$ cat src/verilog/stp_pkg.sv
// stepper step translator: register map, field layout, reset values, mode codes
// assumes a 32-bit apb register bus and a 7-bit translator position
package stp_pkg;

  // register byte offsets
  localparam logic [7:0] STP_OFF_CTRL   = 8'h00;
  localparam logic [7:0] STP_OFF_STATUS = 8'h04;
  localparam logic [7:0] STP_OFF_COIL   = 8'h08;

  // widths
  localparam int unsigned STP_POS_W  = 7;
  localparam int unsigned STP_MODE_W = 3;
  localparam int unsigned STP_CUR_W  = 11;

  // control register fields
  localparam int unsigned STP_CTRL_RES_LSB  = 0;
  localparam int unsigned STP_CTRL_DINV_BIT = 3;
  localparam int unsigned STP_CTRL_RUN_BIT  = 4;
  localparam int unsigned STP_CTRL_STEP_BIT = 5;

  // status register fields
  localparam int unsigned STP_ST_POS_LSB   = 0;
  localparam int unsigned STP_ST_MODE_LSB  = 8;
  localparam int unsigned STP_ST_DIR_BIT   = 12;
  localparam int unsigned STP_ST_RUN_BIT   = 13;
  localparam int unsigned STP_ST_PINA_BIT  = 16;
  localparam int unsigned STP_ST_PINB_BIT  = 17;
  localparam int unsigned STP_ST_PDIR_BIT  = 18;
  localparam int unsigned STP_ST_PRUN_BIT  = 19;
  localparam int unsigned STP_ST_PSTEP_BIT = 20;

  // coil register fields
  localparam int unsigned STP_COIL_X_LSB = 0;
  localparam int unsigned STP_COIL_Y_LSB = 16;

  // reset values
  localparam logic [STP_POS_W-1:0]  STP_POS_RST  = 7'h10;
  localparam logic [STP_MODE_W-1:0] STP_MODE_RST = 3'h0;
  localparam logic signed [STP_CUR_W-1:0] STP_CUR_RST = 11'sh2C3;

  // effective step-mode codes
  localparam logic [STP_MODE_W-1:0] STP_MODE_HALF  = 3'h4;
  localparam logic [STP_MODE_W-1:0] STP_MODE_FULL2 = 3'h7;
  localparam logic [STP_POS_W-1:0]  STP_FULL2_OFS  = 7'h10;
  localparam logic [2:0]            STP_FULL_SHIFT = 3'h5;

  // coil current in tenths of a percent of peak
  localparam logic signed [STP_CUR_W-1:0] STP_CUR_FULL2 = 11'sh2C6;

  typedef enum logic {
    STP_APB_WAIT = 1'b0,
    STP_APB_DONE = 1'b1
  } stp_apb_e;

endpackage

$ cat src/verilog/stp_coil_table.sv
// stepper step translator: sine/cosine coil set-point lookup
// purely combinational; the caller registers the results
`timescale 1ns/1ps

module stp_coil_table (
  // position and mode
  input  wire logic [stp_pkg::STP_POS_W-1:0]         pos,
  input  wire logic [stp_pkg::STP_MODE_W-1:0]        mode,
  // set-points in tenths of a percent of peak
  output logic signed [stp_pkg::STP_CUR_W-1:0]       coil_x,
  output logic signed [stp_pkg::STP_CUR_W-1:0]       coil_y
);

  // quarter wave, 33 points, index 0..32
  function automatic logic [stp_pkg::STP_CUR_W-1:0] stp_quarter(input logic [5:0] r);
    logic [stp_pkg::STP_CUR_W-1:0] v;
    v = 11'h000;
    unique case (r)
      6'h00: v = 11'h000;  6'h01: v = 11'h031;  6'h02: v = 11'h062;
      6'h03: v = 11'h093;  6'h04: v = 11'h0C3;  6'h05: v = 11'h0F3;
      6'h06: v = 11'h122;  6'h07: v = 11'h151;  6'h08: v = 11'h17F;
      6'h09: v = 11'h1AC;  6'h0A: v = 11'h1D7;  6'h0B: v = 11'h202;
      6'h0C: v = 11'h22C;  6'h0D: v = 11'h254;  6'h0E: v = 11'h27A;
      6'h0F: v = 11'h2A0;  6'h10: v = 11'h2C3;  6'h11: v = 11'h2E5;
      6'h12: v = 11'h305;  6'h13: v = 11'h323;  6'h14: v = 11'h33F;
      6'h15: v = 11'h35A;  6'h16: v = 11'h372;  6'h17: v = 11'h388;
      6'h18: v = 11'h39C;  6'h19: v = 11'h3AE;  6'h1A: v = 11'h3BD;
      6'h1B: v = 11'h3CA;  6'h1C: v = 11'h3D5;  6'h1D: v = 11'h3DD;
      6'h1E: v = 11'h3E3;  6'h1F: v = 11'h3E7;  6'h20: v = 11'h3E8;
      default: v = 11'h000;
    endcase
    return v;
  endfunction

  // full sine over 128 positions from the quarter wave
  function automatic logic signed [stp_pkg::STP_CUR_W-1:0] stp_sine(
      input logic [stp_pkg::STP_POS_W-1:0] p);
    logic [5:0]                    r;
    logic [stp_pkg::STP_CUR_W-1:0] m;
    r = {1'b0, p[4:0]};
    if (p[5]) begin
      r = 6'h20 - r;
    end
    m = stp_quarter(r);
    return p[6] ? -$signed(m) : $signed(m);
  endfunction

  logic [stp_pkg::STP_POS_W-1:0] cos_pos;
  logic signed [stp_pkg::STP_CUR_W-1:0] sx;
  logic signed [stp_pkg::STP_CUR_W-1:0] sy;

  always_comb begin
    cos_pos = pos + 7'h20;
    sx      = stp_sine(cos_pos);
    sy      = stp_sine(pos);
    coil_x  = sx;
    coil_y  = sy;
    // two-coil full step drives the square corner, not the circle
    if (mode == stp_pkg::STP_MODE_FULL2) begin
      coil_x = sx[stp_pkg::STP_CUR_W-1] ? -stp_pkg::STP_CUR_FULL2 : stp_pkg::STP_CUR_FULL2;
      coil_y = sy[stp_pkg::STP_CUR_W-1] ? -stp_pkg::STP_CUR_FULL2 : stp_pkg::STP_CUR_FULL2;
    end
  end

endmodule // stp_coil_table

$ cat src/verilog/stp_translator.sv
// stepper step translator: position keeper, mode resolution, apb register slave
// assumes all pins synchronous to pclk; coil set-points feed external regulators
//
// Contract
// - steps become coil set-points under mode, direction, run; run here only drives run_hold_active, not steps or set-points
// - effective mode is field plus pin value
// - codes 000..100 select 1/32 to 1/2 step
// - reset gives 1/32 mode at position 16
// - default mode steps position by one
// - coarser mode clears unused low position bits
// - misaligned position snaps toward rotation direction
// - finer mode keeps position, low bits zero
// - mode changes wait for a step trigger
// - trigger applies mode present at that moment
// - coil currents follow sine/cosine table
// - direction is pin xor invert bit
// - trigger is pin rising edge or soft bit
// - codes 101/110 one-coil, 111 two-coil full step
// - position readable, updated right after trigger
//
// The implementer's own choices: the register addresses and the APB interface to the registers.
`timescale 1ns/1ps

module stp_translator #(
  parameter int unsigned ADDR_W = 8
) (
  // clock and reset
  input  wire logic                                 pclk,
  input  wire logic                                 presetn,
  // apb slave
  input  wire logic                                 psel,
  input  wire logic                                 penable,
  input  wire logic                                 pwrite,
  input  wire logic [ADDR_W-1:0]                    paddr,
  input  wire logic [31:0]                          pwdata,
  input  wire logic [3:0]                           pstrb,
  output logic [31:0]                               prdata,
  output logic                                      pready,
  output logic                                      pslverr,
  // motion pins
  input  wire logic                                 step_advance_pin,
  input  wire logic                                 direction_pin,
  input  wire logic                                 run_hold_pin,
  input  wire logic                                 resolution_offset_pin_a,
  input  wire logic                                 resolution_offset_pin_b,
  // translator outputs
  output logic [stp_pkg::STP_POS_W-1:0]             translator_position,
  output logic [stp_pkg::STP_MODE_W-1:0]            active_mode,
  output logic                                      run_hold_active,
  output logic signed [stp_pkg::STP_CUR_W-1:0]      coil_x_setpoint,
  output logic signed [stp_pkg::STP_CUR_W-1:0]      coil_y_setpoint
);

  // the decoder reads address bits 7..2, so narrower buses cannot be served
  if (ADDR_W < 8 || ADDR_W > 32) begin : g_addr_w_check
    $error("stp_translator: ADDR_W must be 8..32");
  end

  typedef struct packed {
    logic [stp_pkg::STP_POS_W-1:0]        pos;
    logic [stp_pkg::STP_MODE_W-1:0]       res_field;
    logic [stp_pkg::STP_MODE_W-1:0]       mode;
    logic                                 dir_inv;
    logic                                 run_soft;
    logic                                 soft_step;
    logic                                 pin_prev;
    logic                                 run_act;
    stp_pkg::stp_apb_e                    phase;
    logic [31:0]                          rdata;
    logic                                 err;
    logic signed [stp_pkg::STP_CUR_W-1:0] cx;
    logic signed [stp_pkg::STP_CUR_W-1:0] cy;
  } stp_state_s;

  // field plus pin offset, held at the top code rather than wrapping back to 1/32
  function automatic logic [stp_pkg::STP_MODE_W-1:0] stp_eff_mode(
      input logic [stp_pkg::STP_MODE_W-1:0] field,
      input logic                           pin_b,
      input logic                           pin_a);
    logic [stp_pkg::STP_MODE_W:0] sum;
    sum = {1'b0, field} + {2'b00, pin_b, pin_a};
    if (sum[stp_pkg::STP_MODE_W]) begin
      sum = {1'b0, stp_pkg::STP_MODE_FULL2};
    end
    return sum[stp_pkg::STP_MODE_W-1:0];
  endfunction

  // next position for one trigger in the given mode and direction
  function automatic logic [stp_pkg::STP_POS_W-1:0] stp_next_pos(
      input logic [stp_pkg::STP_POS_W-1:0]  p,
      input logic [stp_pkg::STP_MODE_W-1:0] m,
      input logic                           up);
    logic [2:0]                    shift;
    logic [stp_pkg::STP_POS_W-1:0] ofs;
    logic [stp_pkg::STP_POS_W-1:0] stp;
    logic [stp_pkg::STP_POS_W-1:0] mask;
    logic [stp_pkg::STP_POS_W-1:0] rel;
    logic [stp_pkg::STP_POS_W-1:0] base;
    logic [stp_pkg::STP_POS_W-1:0] nrel;
    shift = (m > stp_pkg::STP_MODE_HALF) ? stp_pkg::STP_FULL_SHIFT : m;
    ofs   = (m == stp_pkg::STP_MODE_FULL2) ? stp_pkg::STP_FULL2_OFS : 7'h00;
    stp   = 7'h01 << shift;
    mask  = stp - 7'h01;
    rel   = p - ofs;
    base  = rel & ~mask;
    if ((rel & mask) == 7'h00) begin
      // aligned: finer modes land here too, their new low bits being zero
      nrel = up ? (rel + stp) : (rel - stp);
    end else begin
      nrel = up ? (base + stp) : base;
    end
    return nrel + ofs;
  endfunction

  stp_state_s s_q;
  stp_state_s s_d;

  logic [stp_pkg::STP_MODE_W-1:0]       eff_mode;
  logic                                 eff_dir;
  logic                                 pin_edge;
  logic                                 trigger;
  logic                                 soft_served;
  logic                                 access;
  logic [7:0]                           word_addr;
  logic                                 hit_ctrl;
  logic                                 hit_status;
  logic                                 hit_coil;
  logic [31:0]                          status_word;
  logic [31:0]                          coil_word;
  logic [31:0]                          ctrl_word;
  logic signed [stp_pkg::STP_CUR_W-1:0] tab_x;
  logic signed [stp_pkg::STP_CUR_W-1:0] tab_y;

  stp_coil_table u_table (
    .pos    (s_q.pos),
    .mode   (s_q.mode),
    .coil_x (tab_x),
    .coil_y (tab_y)
  );

  always_comb begin
    s_d = s_q;

    // step resolution and direction as seen at this very cycle
    eff_mode = stp_eff_mode(s_q.res_field, resolution_offset_pin_b,
                            resolution_offset_pin_a);
    eff_dir  = direction_pin ^ s_q.dir_inv;

    // a pin edge and a pending soft step in one cycle: the pin goes first,
    // the soft request stays pending and is served next cycle, so both count
    pin_edge    = step_advance_pin & ~s_q.pin_prev;
    trigger     = pin_edge | s_q.soft_step;
    soft_served = s_q.soft_step & ~pin_edge;
    s_d.pin_prev = step_advance_pin;

    // only a trigger moves the position or latches a new mode
    if (trigger) begin
      s_d.pos  = stp_next_pos(s_q.pos, eff_mode, eff_dir);
      s_d.mode = eff_mode;
    end
    if (soft_served) begin
      s_d.soft_step = 1'b0;
    end

    s_d.run_act = run_hold_pin ^ s_q.run_soft;

    // set-points follow the table one cycle behind the position
    s_d.cx = tab_x;
    s_d.cy = tab_y;

    // register read images
    ctrl_word = 32'h0000_0000;
    ctrl_word[stp_pkg::STP_CTRL_RES_LSB +: stp_pkg::STP_MODE_W] = s_q.res_field;
    ctrl_word[stp_pkg::STP_CTRL_DINV_BIT] = s_q.dir_inv;
    ctrl_word[stp_pkg::STP_CTRL_RUN_BIT]  = s_q.run_soft;
    ctrl_word[stp_pkg::STP_CTRL_STEP_BIT] = s_q.soft_step;

    status_word = 32'h0000_0000;
    status_word[stp_pkg::STP_ST_POS_LSB +: stp_pkg::STP_POS_W]   = s_q.pos;
    status_word[stp_pkg::STP_ST_MODE_LSB +: stp_pkg::STP_MODE_W] = s_q.mode;
    status_word[stp_pkg::STP_ST_DIR_BIT]   = eff_dir;
    status_word[stp_pkg::STP_ST_RUN_BIT]   = s_q.run_act;
    status_word[stp_pkg::STP_ST_PINA_BIT]  = resolution_offset_pin_a;
    status_word[stp_pkg::STP_ST_PINB_BIT]  = resolution_offset_pin_b;
    status_word[stp_pkg::STP_ST_PDIR_BIT]  = direction_pin;
    status_word[stp_pkg::STP_ST_PRUN_BIT]  = run_hold_pin;
    status_word[stp_pkg::STP_ST_PSTEP_BIT] = step_advance_pin;

    coil_word = 32'h0000_0000;
    coil_word[stp_pkg::STP_COIL_X_LSB +: stp_pkg::STP_CUR_W] = s_q.cx;
    coil_word[stp_pkg::STP_COIL_Y_LSB +: stp_pkg::STP_CUR_W] = s_q.cy;

    // apb: one wait state so read data and error leave straight from flops
    word_addr = 8'h00;
    word_addr[7:2] = paddr[7:2];
    hit_ctrl   = (word_addr == stp_pkg::STP_OFF_CTRL);
    hit_status = (word_addr == stp_pkg::STP_OFF_STATUS);
    hit_coil   = (word_addr == stp_pkg::STP_OFF_COIL);
    // a shift instead of a part-select keeps the default width free of an empty range
    if ((paddr >> 8) != '0) begin
      hit_ctrl   = 1'b0;
      hit_status = 1'b0;
      hit_coil   = 1'b0;
    end
    access = psel & penable;

    unique case (s_q.phase)
      stp_pkg::STP_APB_WAIT: begin
        if (access) begin
          s_d.phase = stp_pkg::STP_APB_DONE;
          s_d.err   = ~(hit_ctrl | hit_status | hit_coil);
          s_d.rdata = 32'h0000_0000;
          if (!pwrite) begin
            if (hit_ctrl) begin
              s_d.rdata = ctrl_word;
            end else if (hit_status) begin
              s_d.rdata = status_word;
            end else if (hit_coil) begin
              s_d.rdata = coil_word;
            end
          end
        end
      end
      stp_pkg::STP_APB_DONE: begin
        s_d.phase = stp_pkg::STP_APB_WAIT;
        s_d.err   = 1'b0;
        // the write lands on the edge where the master sees pready high
        if (access && pwrite && hit_ctrl && pstrb[0]) begin
          s_d.res_field = pwdata[stp_pkg::STP_CTRL_RES_LSB +: stp_pkg::STP_MODE_W];
          s_d.dir_inv   = pwdata[stp_pkg::STP_CTRL_DINV_BIT];
          s_d.run_soft  = pwdata[stp_pkg::STP_CTRL_RUN_BIT];
          // writing one requests a step; a zero never cancels a pending one
          if (pwdata[stp_pkg::STP_CTRL_STEP_BIT]) begin
            s_d.soft_step = 1'b1;
          end
        end
      end
    endcase
  end

  always_ff @(posedge pclk or negedge presetn) begin
    if (!presetn) begin
      s_q.pos       <= stp_pkg::STP_POS_RST;
      s_q.res_field <= stp_pkg::STP_MODE_RST;
      s_q.mode      <= stp_pkg::STP_MODE_RST;
      s_q.dir_inv   <= 1'b0;
      s_q.run_soft  <= 1'b0;
      s_q.soft_step <= 1'b0;
      s_q.pin_prev  <= 1'b1;
      s_q.run_act   <= 1'b0;
      s_q.phase     <= stp_pkg::STP_APB_WAIT;
      s_q.rdata     <= 32'h0000_0000;
      s_q.err       <= 1'b0;
      s_q.cx        <= stp_pkg::STP_CUR_RST;
      s_q.cy        <= stp_pkg::STP_CUR_RST;
    end else begin
      s_q <= s_d;
    end
  end

  assign prdata              = s_q.rdata;
  assign pready              = (s_q.phase == stp_pkg::STP_APB_DONE);
  assign pslverr             = s_q.err;
  assign translator_position = s_q.pos;
  assign active_mode         = s_q.mode;
  assign run_hold_active     = s_q.run_act;
  assign coil_x_setpoint     = s_q.cx;
  assign coil_y_setpoint     = s_q.cy;

endmodule // stp_translator

$ cat config.mk
export PLATFORM = sky130hd
export DESIGN_NAME = stp_translator
export DESIGN_NICKNAME = d
export VERILOG_FILES = /design/src/verilog/stp_pkg.sv /design/src/verilog/stp_coil_table.sv /design/src/verilog/stp_translator.sv
export SDC_FILE = /design/constraint.sdc
export NUM_CORES = 1
export LEC_CHECK = 0
export BUFFER_PORTS_ARGS = -buffer_cell sky130_fd_sc_hd__buf_2
export CORE_MARGIN = 1.5
export CORE_UTILIZATION = 52
export DETAILED_ROUTE_END_ITERATION = 12
export PLACE_DENSITY = 0.83
export SLEW_MARGIN = 20
export SYNTH_ARGS = -nofsm -noshare
export SYNTH_HDL_FRONTEND = slang
export SYNTH_SLANG_ARGS = --single-unit
$ cat constraint.sdc
create_clock -name pclk -period 4.2 [get_ports pclk]
set_input_delay 0.21 -clock pclk [delete_from_list [all_inputs] [get_ports pclk]]
set_output_delay 0.21 -clock pclk [all_outputs]
set_load 0.01 [all_outputs]
==> impl_table.tex <==
\begin{tabular}{lr}
\hline
Metric & Value \\
\hline
\multicolumn{2}{l}{\textbf{Outcome}} \\
Result of the run & complete, no violations \\
\multicolumn{2}{l}{\textbf{Detailed routing}} \\
Number of search-and-repair iterations in the first detailed-routing pass & 5 \\
Count of unresolved DRC violations after routing & 0 \\
Vias per cell & 6.24 \\
Antenna-violating nets left & 0 \\
Routed length per placed instance & 18.2 um \\
Violation count after the first detailed-route iteration & 671 \\
Post-Route WL & 18300 um \\
Via count & 6251 \\
\multicolumn{2}{l}{\textbf{Worst setup path}} \\
Slack of the worst reg-to-reg path & 0.15 ns \\
Startpoint class of the critical path & flop \\
Terminus of the critical flop-to-flop path & translator\_position[6] \\
Depth of the worst register-to-register path & 23 \\
Worst EP arrival & 4.22 ns \\
Startpoint-to-endpoint class of the critical path & reg -> reg \\
Largest driver fanout on the critical path & 3 \\
Slowest cell on the critical path & dfrtp\_1 \\
Critical Path Source & ctrl\_word[0] \\
Critical Path Max Stage Delay & 0.37 ns \\
Cells traversed along the worst timing path & ha\_2 -> inv\_1 -> fa\_2 -> nand2b\_4 -> o21a\_1 -> nor2\_4 -> nand2\_2 -> inv\_2 -> ha\_1 -> a21o\_1 -> o211ai\_1 -> a31oi\_2 -> a21o\_1 -> a21oi\_2 -> xor2\_1 -> nor2\_1 -> xnor2\_1 -> mux2i\_1 -> ha\_2 -> xnor2\_2 -> xnor2\_1 -> nand2\_1 -> xnor2\_1 \\
Kind of capture point of the worst setup path & flop \\
FF-to-FF Start & ctrl\_word[0] \\
Required time worst endpoint & 4.38 ns \\
Most common cell on crit path & xnor2\_1 \\
\multicolumn{2}{l}{\textbf{Global route}} \\
Number of global-route vias before repair & 5767 \\
Antenna violations before repair & 0 \\
Overall Global Routing Usage & 27.0\% \\
Maximum number of pins on one net before global-route repair & 44 \\
Overall overflow remaining after global route & 0 \\
First-pass GRT wire length & 28900 um \\
\multicolumn{2}{l}{\textbf{Yosys}} \\
Count of yosys warnings during synthesis & 0 \\
Cell types occupying the most area after synthesis & dfrtp\_1 (20\%), buf\_4 (7.9\%), ha\_1 (6.0\%) \\
Synth unique cells & 85 \\
Post-Syn Area & 6650 um\^{}2 \\
Post-synthesis cell count & 808 \\
Cell types with the highest counts after synthesis & buf\_4 (70), nand2\_1 (61), a21oi\_1 (56) \\
Share of synthesized registers carrying an async set or reset & 100\% \\
Most common cell in the netlist & buf\_4 \\
Sequential-to-total area share from yosys stat & 25.1\% \\
EDFF count, synth & 0 \\
Top-area cell type share of the netlist area & 20.3\% \\
Dominant synthesized flop cell & dfrtp\_1 \\
Count of state elements after synthesis & 66 \\
Synthesized area divided by synthesized cell count & 8.23 um\^{}2 \\
Biggest area consumer among synthesized cells & dfrtp\_1 \\
\multicolumn{2}{l}{\textbf{STA}} \\
Final count of hold timing violations & 0 \\
Setup TNS after final layout & 0 ns \\
Fin Clk Skew & 0.00596 ns \\
Worst relative slew slack & 36.6\% \\
Min Clock Period, post-route & 4.05 ns \\
Number of failing setup endpoints in the final timing report & 0 \\
Maximum achievable frequency & 247 MHz \\
Period utilization & 96.3\% \\
Slew of the pin with the lowest slew margin & 0.951 ns \\
Worst path setup slack after routing & 0.155 ns \\
Count of pins over their slew limit & 0 \\
\multicolumn{2}{l}{\textbf{Min path}} \\
Beginning of the worst hold path & step\_advance\_pin \\
Terminating pin of the worst hold path & s\_q[57] \\
Path type of the worst min-delay path & in -> reg \\
Cells on Worst Hold Path & 1 \\
\multicolumn{2}{l}{\textbf{Layout}} \\
Share of cells above drive strength 1 & 24.7\% \\
Utilization after layout & 58.0\% \\
Total non-filler cell area in the finished layout & 7290 um\^{}2 \\
Count of nets after finishing & 913 \\
Diodes inserted & 0 \\
Layout overhead on the synthesized area & 9.65\% \\
\multicolumn{2}{l}{\textbf{Clocking}} \\
Clock tree from TritonCTS & yes \\
CTS HTree Levels & 3 \\
Number of buffers added by the clock tree synthesis step & 9 \\
CTS clk-pin slew, worst paths & 0.06 ns \\
Worst-case clock buffer depth & 2 \\
Cell at the root of the clock tree & clkbuf\_16 \\
Clock sink count & 66 \\
Clock latency of the later-clocked register in the worst-skew pair & 0.33 ns \\
\multicolumn{2}{l}{\textbf{Placed design}} \\
IO buf count & 81 \\
Minimum setup slack after placement & -0.0276 ns \\
Half-perimeter wire length after detailed placement & 13200 um \\
Placed instance area & 6810 um\^{}2 \\
Last weighted congestion value of the routability-driven placer & 0.974 \\
\multicolumn{2}{l}{\textbf{Die}} \\
Die boundary height & 116 um \\
Placement Rows & 41 \\
Core Footprint & 12600 um\^{}2 \\
Top-level port count & 121 \\
Initial standard-cell utilization of the core & 52.9\% \\
Die W & 116 um \\
Die Area & 13500 um\^{}2 \\
\multicolumn{2}{l}{\textbf{Run}} \\
Max Cap Violations & 0 \\
\hline
\end{tabular}
## cells by family after synthesis
kind of cell    share of synthesized area [%]
buf+inv                                  13.4
compound gates                           28.9
mux                                      4.21
flops                                    25.1
simple gates                             16.9
fa+ha+maj                                6.92
other cells                            0.0564
xor+xnor                                 4.57
## layout make-up
cell class | count | area, um^2
clock buffers | 9 | 225
clock inverters | 7 | 125
fillers | 1070 | 5270
inverters | 33 | 124
multi-input cells | 596 | 4230
flip-flops and latches | 66 | 1670
well taps | 172 | 215
repair buffers | 118 | 708
## per-stage QoR
step	hold slack (ns)	instances
after floorplan	-0.0856	815
after global placement	0.343	981
after detailed placement	0.342	981
after global routing	0.00340	1001
final	0.0121	1001
after CTS	0.00591	997
## worst max-delay path: cells and delay by family, from the launching register on
family          cells  cell delay, ns
xor+xnor            5            0.78
buf+inv             2            0.12
mux                 1            0.10
compound gates      6            1.00
fa+ha+maj           4            0.93
simple gates        5            0.57
flops               1            0.37
## flip-flops by register name, summed over array words and instances (netlist names)
register             cells
s_q                      1
pslverr                  1
active_mode              3
ctrl_word                6
prdata                  24
translator_position      7
coil_x_setpoint         11
pready                   1
run_hold_active          1
coil_y_setpoint         11
## layer usage
| layer | share of wire (%) | global-route usage [%] |
|---|---|---|
| met1 | 43 | 35.9 |
| met2 | 46 | 43.1 |
| met3 | 7.6 | 3.89 |
| met4 | 3.5 | 13.5 |
| met5 | 0 | 0 |
## repair_timing
item | CTS | global route
pin swaps | 1 | 16
setup endpoints to repair | 1 | 2
gates cloned | 0 | 0
hold buffers | 0 | 0
resized for setup | 3 | 23
setup buffers | 0 | 4
## placed cells by master (no fill, tap or decap), types with 7 or more instances in the layout
cell type  Yosys  routed
a31oi_1       16      15
dfrtp_1       54      53
xnor2_1       22      21
nand2_1       61      59
nor2b_1       15      15
xor2_1         9       9
o21ai_1        8       8
nand3_1       13      13
ha_1          32      28
dfstp_2       12      12
nor2_1        44      41
o22ai_1        7       7
nand2b_1      18      17
clkbuf_16      0       9
a211oi_1       8       8
buf_2         15      81
o21ai_0       54      52
a21o_1        14      14
a21oi_1       56      54
inv_1         32      30
buf_4         70      35
mux2i_1       19      19
conb_1         1       8
a22oi_1       16      16
o211ai_1      14      14
nor3_1        14      14
o221ai_1       7       7
a22o_1        11      11
## worst max-delay path by stage
stage                                         to  slack, ns  depth (start not counted)
after floorplan           translator_position[6]       0.08                         23
after detailed placement  translator_position[6]      -0.03                         23
after global routing      translator_position[6]      -0.04                         23
after global placement    translator_position[6]       0.08                         21
after CTS                 translator_position[6]       0.02                         23
final                     translator_position[6]       0.15                         23
Power is left out: the tool's default activity adds up to more than one toggle a clock period on the data nets, which glitch-free logic cannot reach.
